## src/lsf_pkg.sv

```systemverilog
package lsf_pkg;

    // ************************************************************
    // Display RAM geometry
    // ************************************************************
    localparam int unsigned RAM_DEPTH     = 35;
    localparam logic [5:0]  ADDR_FIRST    = 6'h00;
    localparam logic [5:0]  ADDR_LAST     = 6'h22;
    localparam int unsigned SEG_FIRST     = 4;
    localparam int unsigned SEG_COUNT     = 27;
    localparam int unsigned COM_COUNT     = 4;

    // ************************************************************
    // Serial byte layout
    // ************************************************************
    localparam logic [3:0]  BITS_NIBBLE   = 4'h4;
    localparam logic [3:0]  BITS_BYTE     = 4'h8;
    localparam int unsigned POS_CMD_FLAG  = 7;
    localparam int unsigned POS_MODE_ON   = 3;
    localparam int unsigned POS_MODE_BIAS = 2;
    localparam int unsigned POS_DIS_INV   = 2;
    localparam int unsigned POS_IC_MSB    = 2;
    localparam int unsigned POS_IC_RESET  = 1;
    localparam int unsigned POS_IC_CLK    = 0;

    typedef enum logic [2:0] {
        LSF_CMD_ADDR, LSF_CMD_DISPLAY_CONTROL_CMD, LSF_CMD_MODE, LSF_CMD_ICOP,
        LSF_CMD_BLINK, LSF_CMD_OTHER
    } lsf_cmd_e;

    // ************************************************************
    // Register map (byte addresses)
    // ************************************************************
    localparam logic [7:0]  OFS_STATUS    = 8'h00;
    localparam logic [7:0]  OFS_CONFIG    = 8'h04;
    localparam logic [7:0]  OFS_RAM_BASE  = 8'h40;
    localparam logic [7:0]  OFS_RAM_LAST  = 8'hC8;
    localparam logic        RST_OUT_EN    = 1'b1;
    localparam logic [1:0]  RST_FRAME     = 2'h0;
    localparam logic [1:0]  RST_POWER     = 2'h2;

    // ************************************************************
    // Timing
    // ************************************************************
    localparam int unsigned CLK_PERIOD_NS = 4;
    localparam int unsigned PHASE_TIME_NS = 3125000;
    localparam int unsigned PHASE_CYCLES  = PHASE_TIME_NS / CLK_PERIOD_NS;
    localparam logic [7:0]  EXT_DIV_LAST  = 8'h7F;
    localparam logic [8:0]  BLINK_HALF_05 = 9'h13F;
    localparam logic [8:0]  BLINK_HALF_1  = 9'h09F;
    localparam logic [8:0]  BLINK_HALF_2  = 9'h04F;

endpackage : lsf_pkg

```

## src/lsf_serial_front_end.sv

```systemverilog
// Added by the designer: the Avalon-MM register port and the register addresses.
`timescale 1ns/1ns
// Notes on behaviour
// - Select high holds bit counter at start
// - Bytes arrive MSB first, flag bit leading
// - Sample on shift rise, word on eighth fall
// - First byte after select falls is command
// - Flag one: next command; zero: display data
// - Data mode persists until select rises
// - Partial commands discarded when select rises
// - Display RAM of four-bit words
// - Columns 0-3 and 31-34 are dummy writable
// - Two nibbles per byte, address auto-increments
// - Address wraps from 22h to 00h
// - Partial nibble never written
// - Logic timing from internal or external clock
// - Software reset: display off, address cleared
// - Inhibit low forces display off
// - Four commons, 27 segments, quarter duty
// - Bias and inversion selectable by command
// - Blink rate counted in phase steps, not frames
// - Address command with MSB; invalid gives 00h
// - Reset bit and clock select bit
// - Display on bit and bias bit
module lsf_serial_front_end
    import lsf_pkg::*;
#(
    parameter int unsigned PHASE_COUNT = PHASE_CYCLES
) (
    // Clock and reset
    input  wire logic                 clk,
    input  wire logic                 arst_n,
    input  wire logic                 clk_en,
    // Serial link
    input  wire logic                 serial_select_n,
    input  wire logic                 serial_shift_clock,
    input  wire logic                 serial_data_in,
    // Pins
    input  wire logic                 display_inhibit_n,
    input  wire logic                 external_clock_in,
    // LCD drive
    output logic [COM_COUNT-1:0]      common_output,
    output logic [SEG_COUNT-1:0]      segment_output,
    output logic                      drive_polarity,
    output logic                      bias_half,
    output logic                      display_active,
    // Avalon-MM slave
    input  wire logic [7:0]           avs_address,
    input  wire logic                 avs_read,
    input  wire logic                 avs_write,
    input  wire logic [31:0]          avs_writedata,
    input  wire logic [3:0]           avs_byteenable,
    output logic [31:0]               avs_readdata,
    output logic                      avs_waitrequest
);

    // ************************************************************
    // Decoding helpers
    // ************************************************************
    function automatic lsf_cmd_e cmd_kind(input logic [7:0] b);
        lsf_cmd_e k;
        k = LSF_CMD_OTHER;
        case (b[6:5])
            2'b00: k = LSF_CMD_ADDR;
            2'b01: k = LSF_CMD_DISPLAY_CONTROL_CMD;
            2'b10: k = LSF_CMD_MODE;
            2'b11: begin
                if (b[4:3] == 2'b01) k = LSF_CMD_ICOP;
                else if (b[4:3] == 2'b10) k = LSF_CMD_BLINK;
                else k = LSF_CMD_OTHER;
            end
            default: k = LSF_CMD_OTHER;
        endcase
        return k;
    endfunction : cmd_kind

    function automatic logic [5:0] addr_next(input logic [5:0] a);
        return (a >= ADDR_LAST) ? ADDR_FIRST : a + 6'h01;
    endfunction : addr_next

    // ************************************************************
    // State
    // ************************************************************
    logic [3:0]  bit_cnt_reg;
    logic [7:0]  shift_reg;
    logic        sclk_prev_reg;
    logic        data_mode_reg;
    logic [5:0]  addr_reg;
    logic        addr_msb_reg;
    logic        mode_on_reg;
    logic        bias_reg;
    logic        frame_inv_reg;
    logic [1:0]  frame_rate_reg;
    logic [1:0]  power_reg;
    logic        ext_clk_sel_reg;
    logic [1:0]  blink_reg;
    logic [3:0]  display_ram [RAM_DEPTH];
    logic        out_en_reg;
    logic        wait_reg;
    logic [31:0] rdata_reg;
    logic        ext_prev_reg;
    logic [19:0] int_div_reg;
    logic [7:0]  ext_div_reg;
    logic [1:0]  phase_reg;
    logic        polarity_reg;
    logic [8:0]  blink_cnt_reg;
    logic        blink_off_reg;
    logic [COM_COUNT-1:0] com_reg;
    logic [SEG_COUNT-1:0] seg_reg;
    logic        active_reg;

    // ************************************************************
    // Serial receive decode
    // ************************************************************
    wire        sel_active  = ~serial_select_n;
    wire        sclk_rise   = sel_active & serial_shift_clock & ~sclk_prev_reg;
    wire        sclk_fall   = sel_active & ~serial_shift_clock & sclk_prev_reg;
    wire        byte_done   = sclk_fall & (bit_cnt_reg == BITS_BYTE);
    wire        nibble_done = sclk_fall & data_mode_reg
                              & ((bit_cnt_reg == BITS_NIBBLE) | byte_done);
    wire        cmd_done    = byte_done & ~data_mode_reg;
    lsf_cmd_e   cmd_k;
    assign cmd_k = cmd_kind(shift_reg);
    wire        soft_reset  = cmd_done & (cmd_k == LSF_CMD_ICOP)
                              & shift_reg[POS_IC_RESET];
    wire [5:0]  addr_req    = {addr_msb_reg, shift_reg[4:0]};
    wire        addr_load   = cmd_done & (cmd_k == LSF_CMD_ADDR) & ~soft_reset;

    // Bit counter and shifter; select high clears the bit count, so any partial byte is dropped
    always_ff @(posedge clk or negedge arst_n) begin
        if (!arst_n) begin
            bit_cnt_reg   <= 4'h0;
            shift_reg     <= 8'h00;
            sclk_prev_reg <= 1'b0;
        end else if (clk_en) begin
            sclk_prev_reg <= serial_shift_clock;
            if (!sel_active) begin
                bit_cnt_reg <= 4'h0;
            end else if (sclk_rise) begin
                shift_reg   <= {shift_reg[6:0], serial_data_in};
                bit_cnt_reg <= bit_cnt_reg + 4'h1;
            end else if (byte_done) begin
                bit_cnt_reg <= 4'h0;
            end
        end
    end

    // Command / data mode
    always_ff @(posedge clk or negedge arst_n) begin
        if (!arst_n) begin
            data_mode_reg <= 1'b0;
        end else if (clk_en) begin
            if (!sel_active) begin
                data_mode_reg <= 1'b0;
            end else if (cmd_done && !shift_reg[POS_CMD_FLAG]) begin
                data_mode_reg <= 1'b1;
            end
        end
    end

    // ************************************************************
    // Command registers
    // ************************************************************
    always_ff @(posedge clk or negedge arst_n) begin
        if (!arst_n) begin
            mode_on_reg     <= 1'b0;
            bias_reg        <= 1'b0;
            frame_inv_reg   <= 1'b0;
            frame_rate_reg  <= RST_FRAME;
            power_reg       <= RST_POWER;
            ext_clk_sel_reg <= 1'b0;
            blink_reg       <= 2'h0;
            addr_msb_reg    <= 1'b0;
        end else if (clk_en) begin
            if (soft_reset) begin
                mode_on_reg     <= 1'b0;
                bias_reg        <= 1'b0;
                frame_inv_reg   <= 1'b0;
                frame_rate_reg  <= RST_FRAME;
                power_reg       <= RST_POWER;
                ext_clk_sel_reg <= 1'b0;
                blink_reg       <= 2'h0;
                addr_msb_reg    <= 1'b0;
            end else if (cmd_done) begin
                case (cmd_k)
                    LSF_CMD_MODE: begin
                        mode_on_reg <= shift_reg[POS_MODE_ON];
                        bias_reg    <= shift_reg[POS_MODE_BIAS];
                    end
                    LSF_CMD_DISPLAY_CONTROL_CMD: begin
                        frame_rate_reg <= shift_reg[4:3];
                        frame_inv_reg  <= shift_reg[POS_DIS_INV];
                        power_reg      <= shift_reg[1:0];
                    end
                    LSF_CMD_ICOP: begin
                        addr_msb_reg    <= shift_reg[POS_IC_MSB];
                        ext_clk_sel_reg <= shift_reg[POS_IC_CLK];
                    end
                    LSF_CMD_BLINK: blink_reg <= shift_reg[1:0];
                    default: ;
                endcase
            end
        end
    end

    // ************************************************************
    // Display RAM write path
    // ************************************************************
    // Address register only moves on whole nibbles or a whole command
    always_ff @(posedge clk or negedge arst_n) begin
        if (!arst_n) begin
            addr_reg <= ADDR_FIRST;
        end else if (clk_en) begin
            if (soft_reset) begin
                addr_reg <= ADDR_FIRST;
            end else if (addr_load) begin
                addr_reg <= (addr_req > ADDR_LAST) ? ADDR_FIRST : addr_req;
            end else if (nibble_done) begin
                addr_reg <= addr_next(addr_reg);
            end
        end
    end

    // Contents survive reset; dummy columns are stored like any other
    always_ff @(posedge clk) begin
        if (clk_en && nibble_done) begin
            display_ram[addr_reg] <= shift_reg[3:0];
        end
    end

    // ************************************************************
    // Frame timing
    // ************************************************************
    wire ext_rise    = external_clock_in & ~ext_prev_reg;
    wire int_step    = (int_div_reg == 20'(PHASE_COUNT - 1));
    wire ext_step    = ext_rise & (ext_div_reg == EXT_DIV_LAST);
    wire phase_step  = ext_clk_sel_reg ? ext_step : int_step;
    wire frame_step  = phase_step & (phase_reg == 2'h3);
    wire [8:0] blink_half = (blink_reg == 2'h1) ? BLINK_HALF_05 :
                            (blink_reg == 2'h2) ? BLINK_HALF_1 : BLINK_HALF_2;
    wire blink_wrap  = (blink_cnt_reg == blink_half);
    wire show        = mode_on_reg & display_inhibit_n & out_en_reg
                       & ~blink_off_reg;

    always_ff @(posedge clk or negedge arst_n) begin
        if (!arst_n) begin
            ext_prev_reg <= 1'b0;
            int_div_reg  <= 20'h00000;
            ext_div_reg  <= 8'h00;
        end else if (clk_en) begin
            ext_prev_reg <= external_clock_in;
            int_div_reg  <= int_step ? 20'h00000 : int_div_reg + 20'h00001;
            if (ext_rise) begin
                ext_div_reg <= (ext_div_reg == EXT_DIV_LAST) ? 8'h00 : ext_div_reg + 8'h01;
            end
        end
    end

    // Phase, inversion polarity and blink state
    always_ff @(posedge clk or negedge arst_n) begin
        if (!arst_n) begin
            phase_reg     <= 2'h0;
            polarity_reg  <= 1'b0;
            blink_cnt_reg <= 9'h000;
            blink_off_reg <= 1'b0;
        end else if (clk_en && phase_step) begin
            phase_reg <= phase_reg + 2'h1;
            if (!frame_inv_reg || frame_step) begin
                polarity_reg <= ~polarity_reg;
            end
            if (blink_reg == 2'h0) begin
                blink_cnt_reg <= 9'h000;
                blink_off_reg <= 1'b0;
            end else if (blink_wrap) begin
                blink_cnt_reg <= 9'h000;
                blink_off_reg <= ~blink_off_reg;
            end else begin
                blink_cnt_reg <= blink_cnt_reg + 9'h001;
            end
        end
    end

    // ************************************************************
    // LCD outputs
    // ************************************************************
    logic [SEG_COUNT-1:0] seg_next;
    genvar gi;
    generate
        for (gi = 0; gi < SEG_COUNT; gi++) begin : g_seg
            assign seg_next[gi] = show & display_ram[gi + SEG_FIRST][phase_reg];
        end
    endgenerate

    always_ff @(posedge clk or negedge arst_n) begin
        if (!arst_n) begin
            com_reg    <= '0;
            seg_reg    <= '0;
            active_reg <= 1'b0;
        end else if (clk_en) begin
            com_reg    <= show ? (4'h1 << phase_reg) : 4'h0;
            seg_reg    <= seg_next;
            active_reg <= show;
        end
    end

    assign common_output  = com_reg;
    assign segment_output = seg_reg;
    assign drive_polarity = polarity_reg;
    assign bias_half      = bias_reg;
    assign display_active = active_reg;

    // ************************************************************
    // Avalon-MM slave
    // ************************************************************
    // One wait cycle; writes land on the edge waitrequest is seen low
    wire        bus_req   = (avs_read | avs_write) & wait_reg;
    wire        ram_hit   = (avs_address >= OFS_RAM_BASE) & (avs_address <= OFS_RAM_LAST)
                            & (avs_address[1:0] == 2'h0);
    wire [7:0]  ram_byte  = avs_address - OFS_RAM_BASE;
    wire [5:0]  ram_idx   = ram_byte[7:2];
    wire [31:0] status_w  = {12'h000, blink_reg, power_reg, frame_rate_reg,
                             ext_clk_sel_reg, frame_inv_reg, bias_reg, mode_on_reg,
                             active_reg, data_mode_reg, addr_msb_reg, addr_reg, 1'b0};
    wire [31:0] rd_mux    = (avs_address == OFS_STATUS) ? status_w :
                            (avs_address == OFS_CONFIG) ? {31'h0, out_en_reg} :
                            ram_hit ? {28'h0, display_ram[ram_idx]} : 32'h0;

    always_ff @(posedge clk or negedge arst_n) begin
        if (!arst_n) begin
            wait_reg   <= 1'b1;
            rdata_reg  <= 32'h00000000;
            out_en_reg <= RST_OUT_EN;
        end else if (clk_en) begin
            wait_reg <= ~bus_req;
            if (bus_req && avs_read) begin
                rdata_reg <= rd_mux;
            end
            if (!wait_reg && avs_write && avs_address == OFS_CONFIG && avs_byteenable[0]) begin
                out_en_reg <= avs_writedata[0];
            end
        end
    end

    assign avs_waitrequest = wait_reg;
    assign avs_readdata    = rdata_reg;
endmodule : lsf_serial_front_end

```

## config.mk

```make
export PLATFORM = sky130hd
export DESIGN_NAME = lsf_serial_front_end
export DESIGN_NICKNAME = d
export VERILOG_FILES = /design/src/lsf_pkg.sv /design/src/lsf_serial_front_end.sv
export SDC_FILE = /design/constraint.sdc
export NUM_CORES = 1
export LEC_CHECK = 0
export BUFFER_PORTS_ARGS = -buffer_cell sky130_fd_sc_hd__buf_2
export CORE_MARGIN = 2
export CORE_UTILIZATION = 55
export DETAILED_ROUTE_END_ITERATION = 8
export PLACE_DENSITY_LB_ADDON = 0.15
export SYNTH_ARGS = -nofsm -noshare
export SYNTH_HDL_FRONTEND = slang
export SYNTH_SLANG_ARGS = --single-unit
```

## constraint.sdc

```tcl
create_clock -name clk -period 5.9 [get_ports clk]
set_input_delay 0.59 -clock clk [delete_from_list [all_inputs] [get_ports clk]]
set_output_delay 0.59 -clock clk [all_outputs]
set_load 0.03 [all_outputs]
```

==> results by group, run 1 <==
Hold path
  • Hold WC Path Type: in -> async

Global routing
  • GR Util All Layers: between 20% and 30%
  • Vias in the first global route: 10000
  • Initial antenna violation count: 0
  • Largest net degree at the start of global routing: a little over 70
  • First-pass GRT wire length: 58600 um
  • Total congestion overflow: 0

Power
  • Int Pwr: 0.00486 W
  • Leak Pwr: a little over 7 nW
  • Power per cell area: ~330 nW/um^2
  • Share of power burned in registers: 50.6%
  • Switching share of total power: between 20% and 30%
  • Power Total: roughly 0.0063 W
  • Peak VDD IR: between 200 and 300 uV
  • Clk pwr share: 41.4%
  • Comb pwr share: 8.1%
  • Psw: ~0.0015 W

Critical path
  • Critical path type: reg -> reg
  • Crit-path max FO: 8
  • Worst EP arrival: 3.35 ns
  • Crit path max-delay family: simple AND/OR/NAND/NOR gates
  • Req. time, crit path: ~6.1 ns
  • Critical Path Sink Type: flip-flop
  • CP max stage cell: nor2_1
  • Crit start category: flip-flop
  • Crit-path cells: inv_1 -> ha_1 -> nand4bb_1 -> nor3b_1 -> nand2_1 -> nor2_1 -> nand3_1 -> nor2_1
  • CP most frequent cell: nor2_1
  • Worst path max stage delay: 0.60 ns
  • Combined buffer and inverter count along the critical path: 1

Logic synthesis
  • Synth Cell Area: between 15000 and 20000 sq um
  • Proportion of synthesized area in mux cells: ~15%
  • Cell variety after synth: ~70
  • Synthesis-stage register bit count: between 300 and 400
  • Main combinational cell family by area after synthesis: multiplexers
  • Post-synth EDFFs: roughly 260
  • Synth Area in Compound Gates: under 10%
  • Post-Synth Simple-Gate Area: slightly below 9%
  • YS warnings: 0
  • Most used DFF post-synth: edfxtp_1
  • Synth Area in Adders: 1.33%
  • Syn_area_per_cell: ~15 sq um
  • Ys async rst share: 33.2%
  • Synth Instances: between 1000 and 1500
  • Sequential area share after synthesis: 64.1%
  • XOR/XNOR share of the synthesized area: about 1.4%

STA
  • Unrepaired setup endpoints after global routing: false
  • Period minus WS final: about 3.2 ns
  • Setup TNS: 0 ns
  • Final setup violation count: 0
  • Max Clk Rate: roughly 0.31 GHz
  • Final hold viol count: 0
  • Rel. slew slack: between 30% and 40%
  • Fin Clk Skew: around 0.021 ns
  • Slew Viols, Final: 0
  • Tcrit/Tclk final: 54.2%
  • Least-Margin Pin Slew: between 0.9 and 1 ns

Floorplan
  • Initial core utilization: a little under three fifths
  • Die X: roughly 180 um
  • Die area: around 32000 sq um
  • Core region area: ~31000 sq um
  • Die Span Y: about 180 um
  • Rows: 64
  • I/O pin count: ~120

Cells and area
  • Multi-input gate area: between 5000 and 6000 sq um
  • Register area: around 11000 sq um
  • Commonest cells after routing, fill and taps aside: 256 x edfxtp_1, 119 x dfrtp_1, 108 x nor2_1
  • Fin nets: around 1300
  • Ant. Diodes: 0
  • Fill cells: about 2300
  • Non-filler instance count after layout: ~1700
  • Max reg flops: roughly 260
  • Final Util: between 60% and 70%
  • Top reg by flops: display_ram
  • Most common cell after layout, fill and taps aside: edfxtp_1
  • Area growth from synthesis to layout: 12.0%
  • Design Area, Final: 19000 sq um
  • Ratio of cells with drive above 1 in the final layout: a little over a fifth

Placement
  • Cell count after placement: approximately 1600
  • Port buffer count: 74
  • GP Congestion: 0.839
  • Hpwl dp: 24100 um
  • Placed cell area: around 18000 sq um

CTS
  • CTS buffer count: 40
  • Worst-Skew Late Latency: ~0.53 ns
  • Post-cts repair resize count: 0
  • Clock Tree Buf Depth: 3
  • H-tree depth: 2
  • CTS tree: yes
  • TritonCTS Sinks: ~380
  • Clock Pin Slew Worst Setup and Hold Paths: ~0.060 ns
  • # hold bufs at CTS: 0
  • Root buffer cell: clkbuf_16
  • Post CTS Setup Buffer Count: 0

Detailed routing
  • M1 WL: ~16000 um
  • DR vias: approximately 10000
  • Antenna Nets Post-Route: 0
  • TritonRoute pass-1 iters: 5
  • WL/cell: approximately 23 um
  • Vias/cell: 6.00
  • # DRC: 0
  • Top sig layer: met4
  • Wire length on met2: between 15000 and 20000 um
  • Initial DRC count: 820
  • Final WL: between 30000 and 40000 um
  • Metal3 WL: between 2000 and 3000 um

Flow run
  • Max-cap violation count: 0

Status
  • Status: complete, no violations
Yosys cell counts (all sizes together) (4+ instances only):
| cell type | count | area, sq um |
|---|---|---|
| a22oi | 9 | 67.6 |
| nand3 | 41 | 205 |
| o22ai | 33 | 213 |
| o21ai | 40 | 200 |
| nor2b | 21 | 131 |
| inv | 81 | 304 |
| or3 | 4 | 25.0 |
| a21oi | 12 | 60.1 |
| xnor2 | 13 | 114 |
| mux2 | 24 | 270 |
| edfxtp | 256 | 7690 |
| a22o | 18 | 158 |
| mux4 | 84 | 1890 |
| mux2i | 31 | 310 |
| clkbuf | 30 | 113 |
| o31ai | 8 | 80.1 |
| nand3b | 7 | 52.6 |
| nor3 | 4 | 25.0 |
| a31oi | 4 | 25.0 |
| ha | 18 | 225 |
| and3 | 12 | 75.1 |
| nand4 | 13 | 81.3 |
| and2 | 4 | 25.0 |
| xor2 | 15 | 131 |
| and4b | 4 | 40.0 |
| nor2 | 108 | 405 |
| nand2b | 8 | 50.1 |
| buf | 41 | 259 |
| dfrtp | 124 | 3100 |
| nand2 | 50 | 188 |
worst paths after layout:
check                           startpoint  slack, ns  cells after the start                 end
setup / recovery            bit_cnt_reg[0]       2.70                      8  display_ram[62][0]
hold / removal                      arst_n       0.04                      1      int_div_reg[9]
setup reg to reg            bit_cnt_reg[0]       2.70                      8  display_ram[62][0]
hold reg to reg             drive_polarity       0.47                      1      drive_polarity
max in group asynchronous           arst_n       4.52                      2        shift_reg[3]
min in group clk           serial_select_n       0.27                      2       data_mode_reg
logic make-up (layout without fill, tap and decap cells):
family | count (synthesis) | after routing
AO/OA/AOI/OAI | 146 | 146
XOR/XNOR | 28 | 28
adder cells (fa/ha/maj) | 18 | 18
buffers and inverters | 152 | 243
flip-flops | 383 | 383
multiplexers | 139 | 139
other | 1 | 12
AND/OR/NAND/NOR | 295 | 295
stage by stage:
step | hold WS, ns | setup slack (ns)
final | 0.0416 | 2.70
after global routing | 0.0852 | 2.55
after CTS | 0.0628 | 2.67
after detailed placement | 0.460 | 2.57
after global placement | 0.460 | 2.59
after floorplan | 0.294 | 3.22
layer usage:
metal | GRT usage [%] | up-vias
met1 | 34.1 | 5044
met5 | 0 | -
met4 | 7.15 | 0
met3 | 4.21 | 67
li1 | - | 4502
met2 | 36.8 | 351
area by class of cell:
cell class                 count  area share [%]
tap                          396            2.61
sequential                   383            57.2
clock inverter                23            1.48
multi-input combinational    638            28.7
inverter                      81            1.60
timing repair buffer          90            2.64
clock buffer                  49            5.72
power by group through the flow:
stage	clock, W	combinational (W)	sequential [W]
2_1_floorplan	0	0.000224	0.00332
3_3_place_gp	0	0.000505	0.00325
3_5_place_dp	0	0.000516	0.00325
4_1_cts	0.00265	0.000516	0.00320
5_1_grt	0.00275	0.000562	0.00321
6_report	0.00261	0.000509	0.00320
Power figures use the tool's default switching activity.
==> inputs of run 2 (changes only) <==
==> constraint.sdc (replaced) <==
create_clock -name clk -period 3.25 [get_ports clk]
set_input_delay 0.325 -clock clk [delete_from_list [all_inputs] [get_ports clk]]
set_output_delay 0.325 -clock clk [all_outputs]
set_load 0.03 [all_outputs]
==> run 2 against run 1 <==
Against the previous run: register-to-register slack worse by 2.3 ns; total power is 78% higher; utilization is 0.57 points higher; sequential share of layout area is 0.52 points lower; critical endpoint is now display_ram[58][3]; cell area is 0.92% higher; clock skew is 0.011 ns lower; first-iteration DRC count is 26% higher; clock power is 72% higher; die area stayed put; global-route usage is 0.15 points higher; cell count is 1.6% higher; largest power group unchanged; sequential cell count stayed put.
==> results by group, run 2 (synthesized netlist as in run 1, its figures left out) <==
Global routing
  • Total congestion overflow: 0 (unchanged)
  • Initial antenna violation count: 0 (unchanged)
  • First-pass GRT wire length: 58900 um (+0.43%)
  • Largest net degree at the start of global routing: 75 (+4.2%)
  • GR Util All Layers: 23.6% (+0.15 points)
  • Vias in the first global route: 10000 (+0.16%)

CTS
  • CTS buffer count: 41 (+2.5%)
  • H-tree depth: 2 (unchanged)
  • TritonCTS Sinks: 383 (unchanged)
  • Worst-Skew Late Latency: 0.53 ns (about the same)
  • Clock Pin Slew Worst Setup and Hold Paths: 0.06 ns (about the same)
  • Post CTS Setup Buffer Count: 0 (unchanged)
  • Clock Tree Buf Depth: 3 (unchanged)
  • CTS tree: yes
  • Root buffer cell: clkbuf_16

Critical path
  • Crit-path max FO: 8 (unchanged)
  • FF-to-FF Start: bit_cnt_reg[0]
  • Req. time, crit path: 3.43 ns (-2.63 ns)
  • Crit start category: flip-flop
  • Critical path type: reg -> reg
  • Worst EP arrival: 3.06 ns (-0.29 ns)
  • Critical Path Sink Type: flip-flop
  • Worst setup startpoint: bit_cnt_reg[0]

STA
  • Final hold viol count: 0 (unchanged)
  • Fin Clk Skew: 0.0103 ns (-0.0107 ns)
  • Max Clk Rate: 0.347 GHz (+11%)
  • Least-Margin Pin Slew: 0.872 ns (-0.0489 ns)
  • Tcrit/Tclk final: 88.7% (+34 points)
  • Unrepaired setup endpoints after global routing: false
  • Period minus WS final: 2.88 ns (-0.315 ns)
  • Slew Viols, Final: 0 (unchanged)
  • Final setup violation count: 0 (unchanged)
  • Setup TNS: 0 ns (unchanged)
  • Rel. slew slack: 40.4% (+1.8 points)

Detailed routing
  • TritonRoute pass-1 iters: 5 (unchanged)
  • DR vias: 10100 (+1.7%)
  • WL/cell: 22.4 um (-1.0%)
  • Vias/cell: 6.00 (about the same)
  • Initial DRC count: 1033 (+26%)
  • # DRC: 0 (unchanged)
  • Final WL: 37700 um (+0.57%)
  • Antenna Nets Post-Route: 0 (unchanged)

Cells and area
  • Final Util: 62.9% (+0.57 points)
  • Area growth from synthesis to layout: 13.1%
  • Fin nets: 1331 (+1.9%)
  • Ratio of cells with drive above 1 in the final layout: 23.0% (+1.2 points)
  • Max reg flops: 256 (unchanged)
  • Commonest cells after routing, fill and taps aside: 256 x edfxtp_1, 119 x dfrtp_1, 108 x nor2_1
  • Fill cells: 2271 (-0.70%)
  • Ant. Diodes: 0 (unchanged)
  • Most common cell after layout, fill and taps aside: edfxtp_1
  • Top reg by flops: display_ram

Floorplan
  • Die area: 32300 sq um (unchanged)
  • Die Span Y: 180 um (unchanged)
  • Rows: 64 (unchanged)
  • I/O pin count: 121 (unchanged)
  • Die X: 180 um (unchanged)
  • Core region area: 30500 sq um (unchanged)
  • Initial core utilization: 55.6% (unchanged)

Placement
  • Port buffer count: 74 (unchanged)
  • Hpwl dp: 25100 um (+4.0%)
  • GP Congestion: 0.858 (+2.2%)

Power
  • Leak Pwr: 7.36 nW (+1.6%)
  • Peak VDD IR: 431 uV (+60%)
  • Power per cell area: 586 nW/um^2 (+76%)

Hold path
  • Hold WC Path Type: in -> reg
  • HP Start: serial_select_n

Flow run
  • Max-cap violation count: 0 (unchanged)

Status
  • Status: complete, no violations
[run 2: cell count changes in the layout (fill, tap and decap cells not counted), sizes merged]
cell / previous run / this run
clkinv: 12 / 13
buf: 90 / 113
clkbuf: 49 / 59
inv: 81 / 82
clkinvlp: 4 / 0
dlygate4sd3: 0 / 1
bufinv: 7 / 2
[run 2: path summary, 6_finish.rpt]
kind,slack (ns),to,depth (start not counted)
setup reg to reg,0.37,display_ram[58][3],8
min in group asynchronous,0.39,int_div_reg[17],2
hold reg to reg,0.47,drive_polarity,1
max in group asynchronous,2.08,out_en_reg,3
setup / recovery,0.37,display_ram[58][3],8
hold / removal,0.02,data_mode_reg,2
[run 2: area by class of cell]
class	instances	area [sq um]	area share, %
Timing Repair Buffer	114	734	3.83
Sequential cell	383	10900	56.7
Clock buffer	59	1190	6.18
Tap cell	396	495	2.58
Inverter	81	304	1.58
Clock inverter	16	125	0.652
Multi-Input combinational cell	638	5460	28.5
[run 2: repair_timing]
| item | 4_1_cts | 5_1_grt |
|---|---|---|
| hold endpoints to repair | 69 | 0 |
| resized for setup | 0 | 0 |
| hold buffers | 1 | 0 |
[run 2: critical path: stages (launching register included)]
cell and delay [ns]:
dfrtp_1 0.41, inv_1 0.09, ha_1 0.15, nand4bb_1 0.19
nor3b_1 0.40, nand2_1 0.13, nor2_1 0.22, nand2_1 0.45
nor2_1 0.49
[run 2: report_power, final]
group	internal, W	total [W]	switching [W]
clock	0.00269	0.00450	0.00181
sequential	0.00565	0.00590	0.000254
combinational	0.000265	0.000840	0.000575
[run 2: stage by stage]
stage / area [sq um] / hold slack [ns] / instances / setup slack (ns) / power [W]
2_1_floorplan: 17000 / 0.0294 / 1173 / 0.575 / 0.00643
3_3_place_gp: 17900 / 0.389 / 1611 / 0.481 / 0.00684
3_5_place_dp: 17900 / 0.395 / 1611 / 0.405 / 0.00686
4_1_cts: 19200 / 0.00391 / 1687 / 0.396 / 0.0113
5_1_grt: 19200 / 0.0244 / 1687 / 0.0712 / 0.0116
6_report: 19200 / 0.0239 / 1687 / 0.368 / 0.0112
[run 2: routing by layer]
metal	track usage [%]	vias up	routed length (um)
li1	-	4557	-
met1	34.2	5151	16300
met2	37.5	354	17900
met5	0	-	0
met4	6.80	0	1030
met3	3.87	68	2480
==> inputs of run 3 (changes only) <==
--- a/config.mk
+++ b/config.mk
@@ -5,6 +5,7 @@
 export SDC_FILE = /design/constraint.sdc
 export NUM_CORES = 1
 export LEC_CHECK = 0
+export ABC_AREA = 1
 export BUFFER_PORTS_ARGS = -buffer_cell sky130_fd_sc_hd__buf_2
 export CORE_MARGIN = 2
 export CORE_UTILIZATION = 55
==> run 3 against run 2 <==
Against the previous run: clock skew rose by 0.011 ns; clock power barely moved; synthesized cell count rose by 50%; critical endpoint is now display_ram[15][2]; largest power group unchanged.
==> results by group, run 3 <==
Detailed routing
  • Vias/cell: 5.81 (-3.2%)
  • Final WL: 46500 um (+23%)
  • # DRC: 0 (unchanged)
  • TritonRoute pass-1 iters: 5 (unchanged)
  • Antenna Nets Post-Route: 0 (unchanged)
  • WL/cell: 20.7 um (-7.5%)
  • DR vias: 13100 (+29%)
  • Initial DRC count: 1196 (+16%)

Logic synthesis
  • Cell variety after synth: 51 (-25%)
  • Ys async rst share: 33.2% (unchanged)
  • Synth Instances: 1738 (+50%)
  • Synth Cell Area: 17400 sq um (+2.4%)
  • Post-synth EDFFs: 256 (unchanged)
  • Share of the synthesized area in the top cell type: 44.2% (-1.1 points)
  • Most used DFF post-synth: edfxtp_1
  • YS warnings: 0 (unchanged)
  • Sequential area share after synthesis: 62.6% (-1.5 points)
  • Cell type with the largest total area after synthesis: edfxtp_1
  • Commonest cells post-synth: 371 x nand2_1, 256 x edfxtp_1, 190 x nor2_1
  • Syn_area_per_cell: 10.0 sq um (-32%)
  • Synthesis-stage register bit count: 383 (unchanged)
  • Top-count cell post-synth: nand2_1
  • Main area contributors after synthesis: edfxtp_1 44%, dfrtp_1 18%, nand2_1 8.0%, nor2_1 4.1%, nand3_1 3.5%

Cells and area
  • Ratio of cells with drive above 1 in the final layout: 11.1% (-12 points)
  • Ant. Diodes: 0 (unchanged)
  • Final Util: 62.1% (-0.83 points)
  • Most common cell after layout, fill and taps aside: nand2_1
  • Fin nets: 1885 (+42%)
  • Area growth from synthesis to layout: 11.8%
  • Commonest cells after routing, fill and taps aside: 371 x nand2_1, 256 x edfxtp_1, 190 x nor2_1
  • Max reg flops: 256 (unchanged)
  • Fill cells: 2569 (+13%)
  • Top reg by flops: display_ram

Critical path
  • Req. time, crit path: 3.45 ns (+0.02 ns)
  • Crit-path max FO: 8 (unchanged)
  • Critical path type: reg -> reg
  • Combined buffer and inverter count along the critical path: 1 (unchanged)
  • FF-to-FF setup slack: 0.50 ns (+0.13 ns)
  • Critical Path Sink Type: flip-flop
  • Crit path max-delay family: simple AND/OR/NAND/NOR gates
  • CP max stage cell: nor2_1
  • Crit-path cells: inv_1 -> ha_1 -> nand4_4 -> a21oi_1 -> nand3_2 -> nor2_4 -> nand2_1 -> nor2_1
  • Crit start category: flip-flop
  • Worst path max stage delay: 0.49 ns (about the same)
  • Worst EP arrival: 2.95 ns (-0.11 ns)

STA
  • Max Clk Rate: 0.364 GHz (+4.8%)
  • Final hold viol count: 0 (unchanged)
  • Setup TNS: 0 ns (unchanged)
  • Period minus WS final: 2.75 ns (-0.133 ns)
  • Tcrit/Tclk final: 84.6% (-4.1 points)
  • Final setup violation count: 0 (unchanged)
  • Fin Clk Skew: 0.0214 ns (+0.0111 ns)
  • Rel. slew slack: 44.7% (+4.3 points)
  • Unrepaired setup endpoints after global routing: false
  • Least-Margin Pin Slew: 0.828 ns (-0.0434 ns)
  • Slew Viols, Final: 0 (unchanged)

CTS
  • TritonCTS Sinks: 383 (unchanged)
  • Worst-Skew Late Latency: 0.55 ns (+0.02 ns)
  • Clock Tree Buf Depth: 3 (unchanged)
  • CTS buffer count: 41 (unchanged)
  • Clock Pin Slew Worst Setup and Hold Paths: 0.06 ns (about the same)
  • H-tree depth: 2 (unchanged)
  • Root buffer cell: clkbuf_16
  • CTS tree: yes

Hold path
  • Hold WC Path Type: in -> reg

Global routing
  • GR Util All Layers: 28.5% (+4.9 points)
  • Initial antenna violation count: 0 (unchanged)
  • Largest net degree at the start of global routing: 68 (-9.3%)
  • Vias in the first global route: 12800 (+27%)
  • First-pass GRT wire length: 72100 um (+22%)
  • Total congestion overflow: 0 (unchanged)

Status
  • Status: complete, no violations

Floorplan
  • I/O pin count: 121 (unchanged)
  • Die Span Y: 182 um (+1.2%)
  • Die X: 182 um (+1.2%)
  • Initial core utilization: 55.5% (-0.13 points)
  • Die area: 33000 sq um (+2.3%)
  • Core region area: 31300 sq um (+2.6%)
  • Rows: 65 (+1.6%)

Power
  • Leak Pwr: 7.94 nW (+8.0%)
  • Peak VDD IR: 561 uV (+30%)
  • Power per cell area: 584 nW/um^2 (-0.28%)

Placement
  • GP Congestion: 0.938 (+9.3%)
  • Port buffer count: 74 (unchanged)
  • Hpwl dp: 29600 um (+18%)

Flow run
  • Max-cap violation count: 0 (unchanged)
[run 3: cell count changes in the layout (fill, tap and decap cells not counted), moves of 75 or more]
cell,change
nor2_1,+82
mux4_2,-84
a21oi_1,+95
nand2_1,+321
nand3_1,+79
o21ai_0,+75
[run 3: final timing paths]
kind | start | end | cells past startpoint
setup / recovery | bit_cnt_reg[0] | display_ram[15][2] | 8
hold / removal | serial_data_in | shift_reg[0] | 2
setup reg to reg | bit_cnt_reg[0] | display_ram[15][2] | 8
hold reg to reg | segment_output[15] | segment_output[15] | 2
max in group asynchronous | arst_n | int_div_reg[10] | 3
min in group asynchronous | arst_n | ext_prev_reg | 2
[run 3: per-stage QoR]
stage	std cells	hold slack, ns	setup WS, ns	total power [W]	area (sq um)
after detailed placement	2169	0.317	0.537	0.00696	18100
after global placement	2169	0.315	0.627	0.00693	18100
after floorplan	1749	0.0294	0.846	0.00648	17400
after CTS	2248	0.0146	0.526	0.0114	19400
after global routing	2248	0.0202	0.321	0.0118	19400
final	2248	0.0232	0.501	0.0114	19400
[run 3: repair_timing]
action	CTS	global route
buffers inserted	0	0
resized for setup	0	0
endpoints found under the hold margin	54	0
hold buffers	3	0
[run 3: where the power goes]
group	switching (W)	total [W]	internal [W]
clock network	0.00187	0.00449	0.00262
registers	0.000238	0.00585	0.00561
logic	0.000767	0.00101	0.000248
[run 3: metal layers]
layer / vias to the layer above / wire length (um) / GRT usage [%]
met4: 0 / 1930 / 11.3
met3: 134 / 3340 / 3.73
met5: - / 0 / 0
met1: 6230 / 19400 / 38.6
li1: 6116 / - / -
met2: 586 / 21800 / 47.2
[run 3: cells by family after synthesis]
family / synth area share, %
AOI/OAI and AO/OA: 10.4
xor gates and xnor gates: 0.907
adders and majority gates: 1.30
buffers and inverters: 5.44
DFF: 62.6
muxes: 0.122
other: 0.0216
and+or+nand+nor: 19.3
[run 3: area by class of cell]
| class | instances | area (sq um) | share of cell area, % |
|---|---|---|---|
| multi-input combinational | 1145 | 5600 | 28.8 |
| inverter | 133 | 499 | 2.57 |
| clock buffer | 59 | 1150 | 5.90 |
| timing repair buffer | 109 | 659 | 3.39 |
| sequential | 383 | 10900 | 56.0 |
| clock inverter | 17 | 146 | 0.753 |
| tap | 402 | 503 | 2.59 |
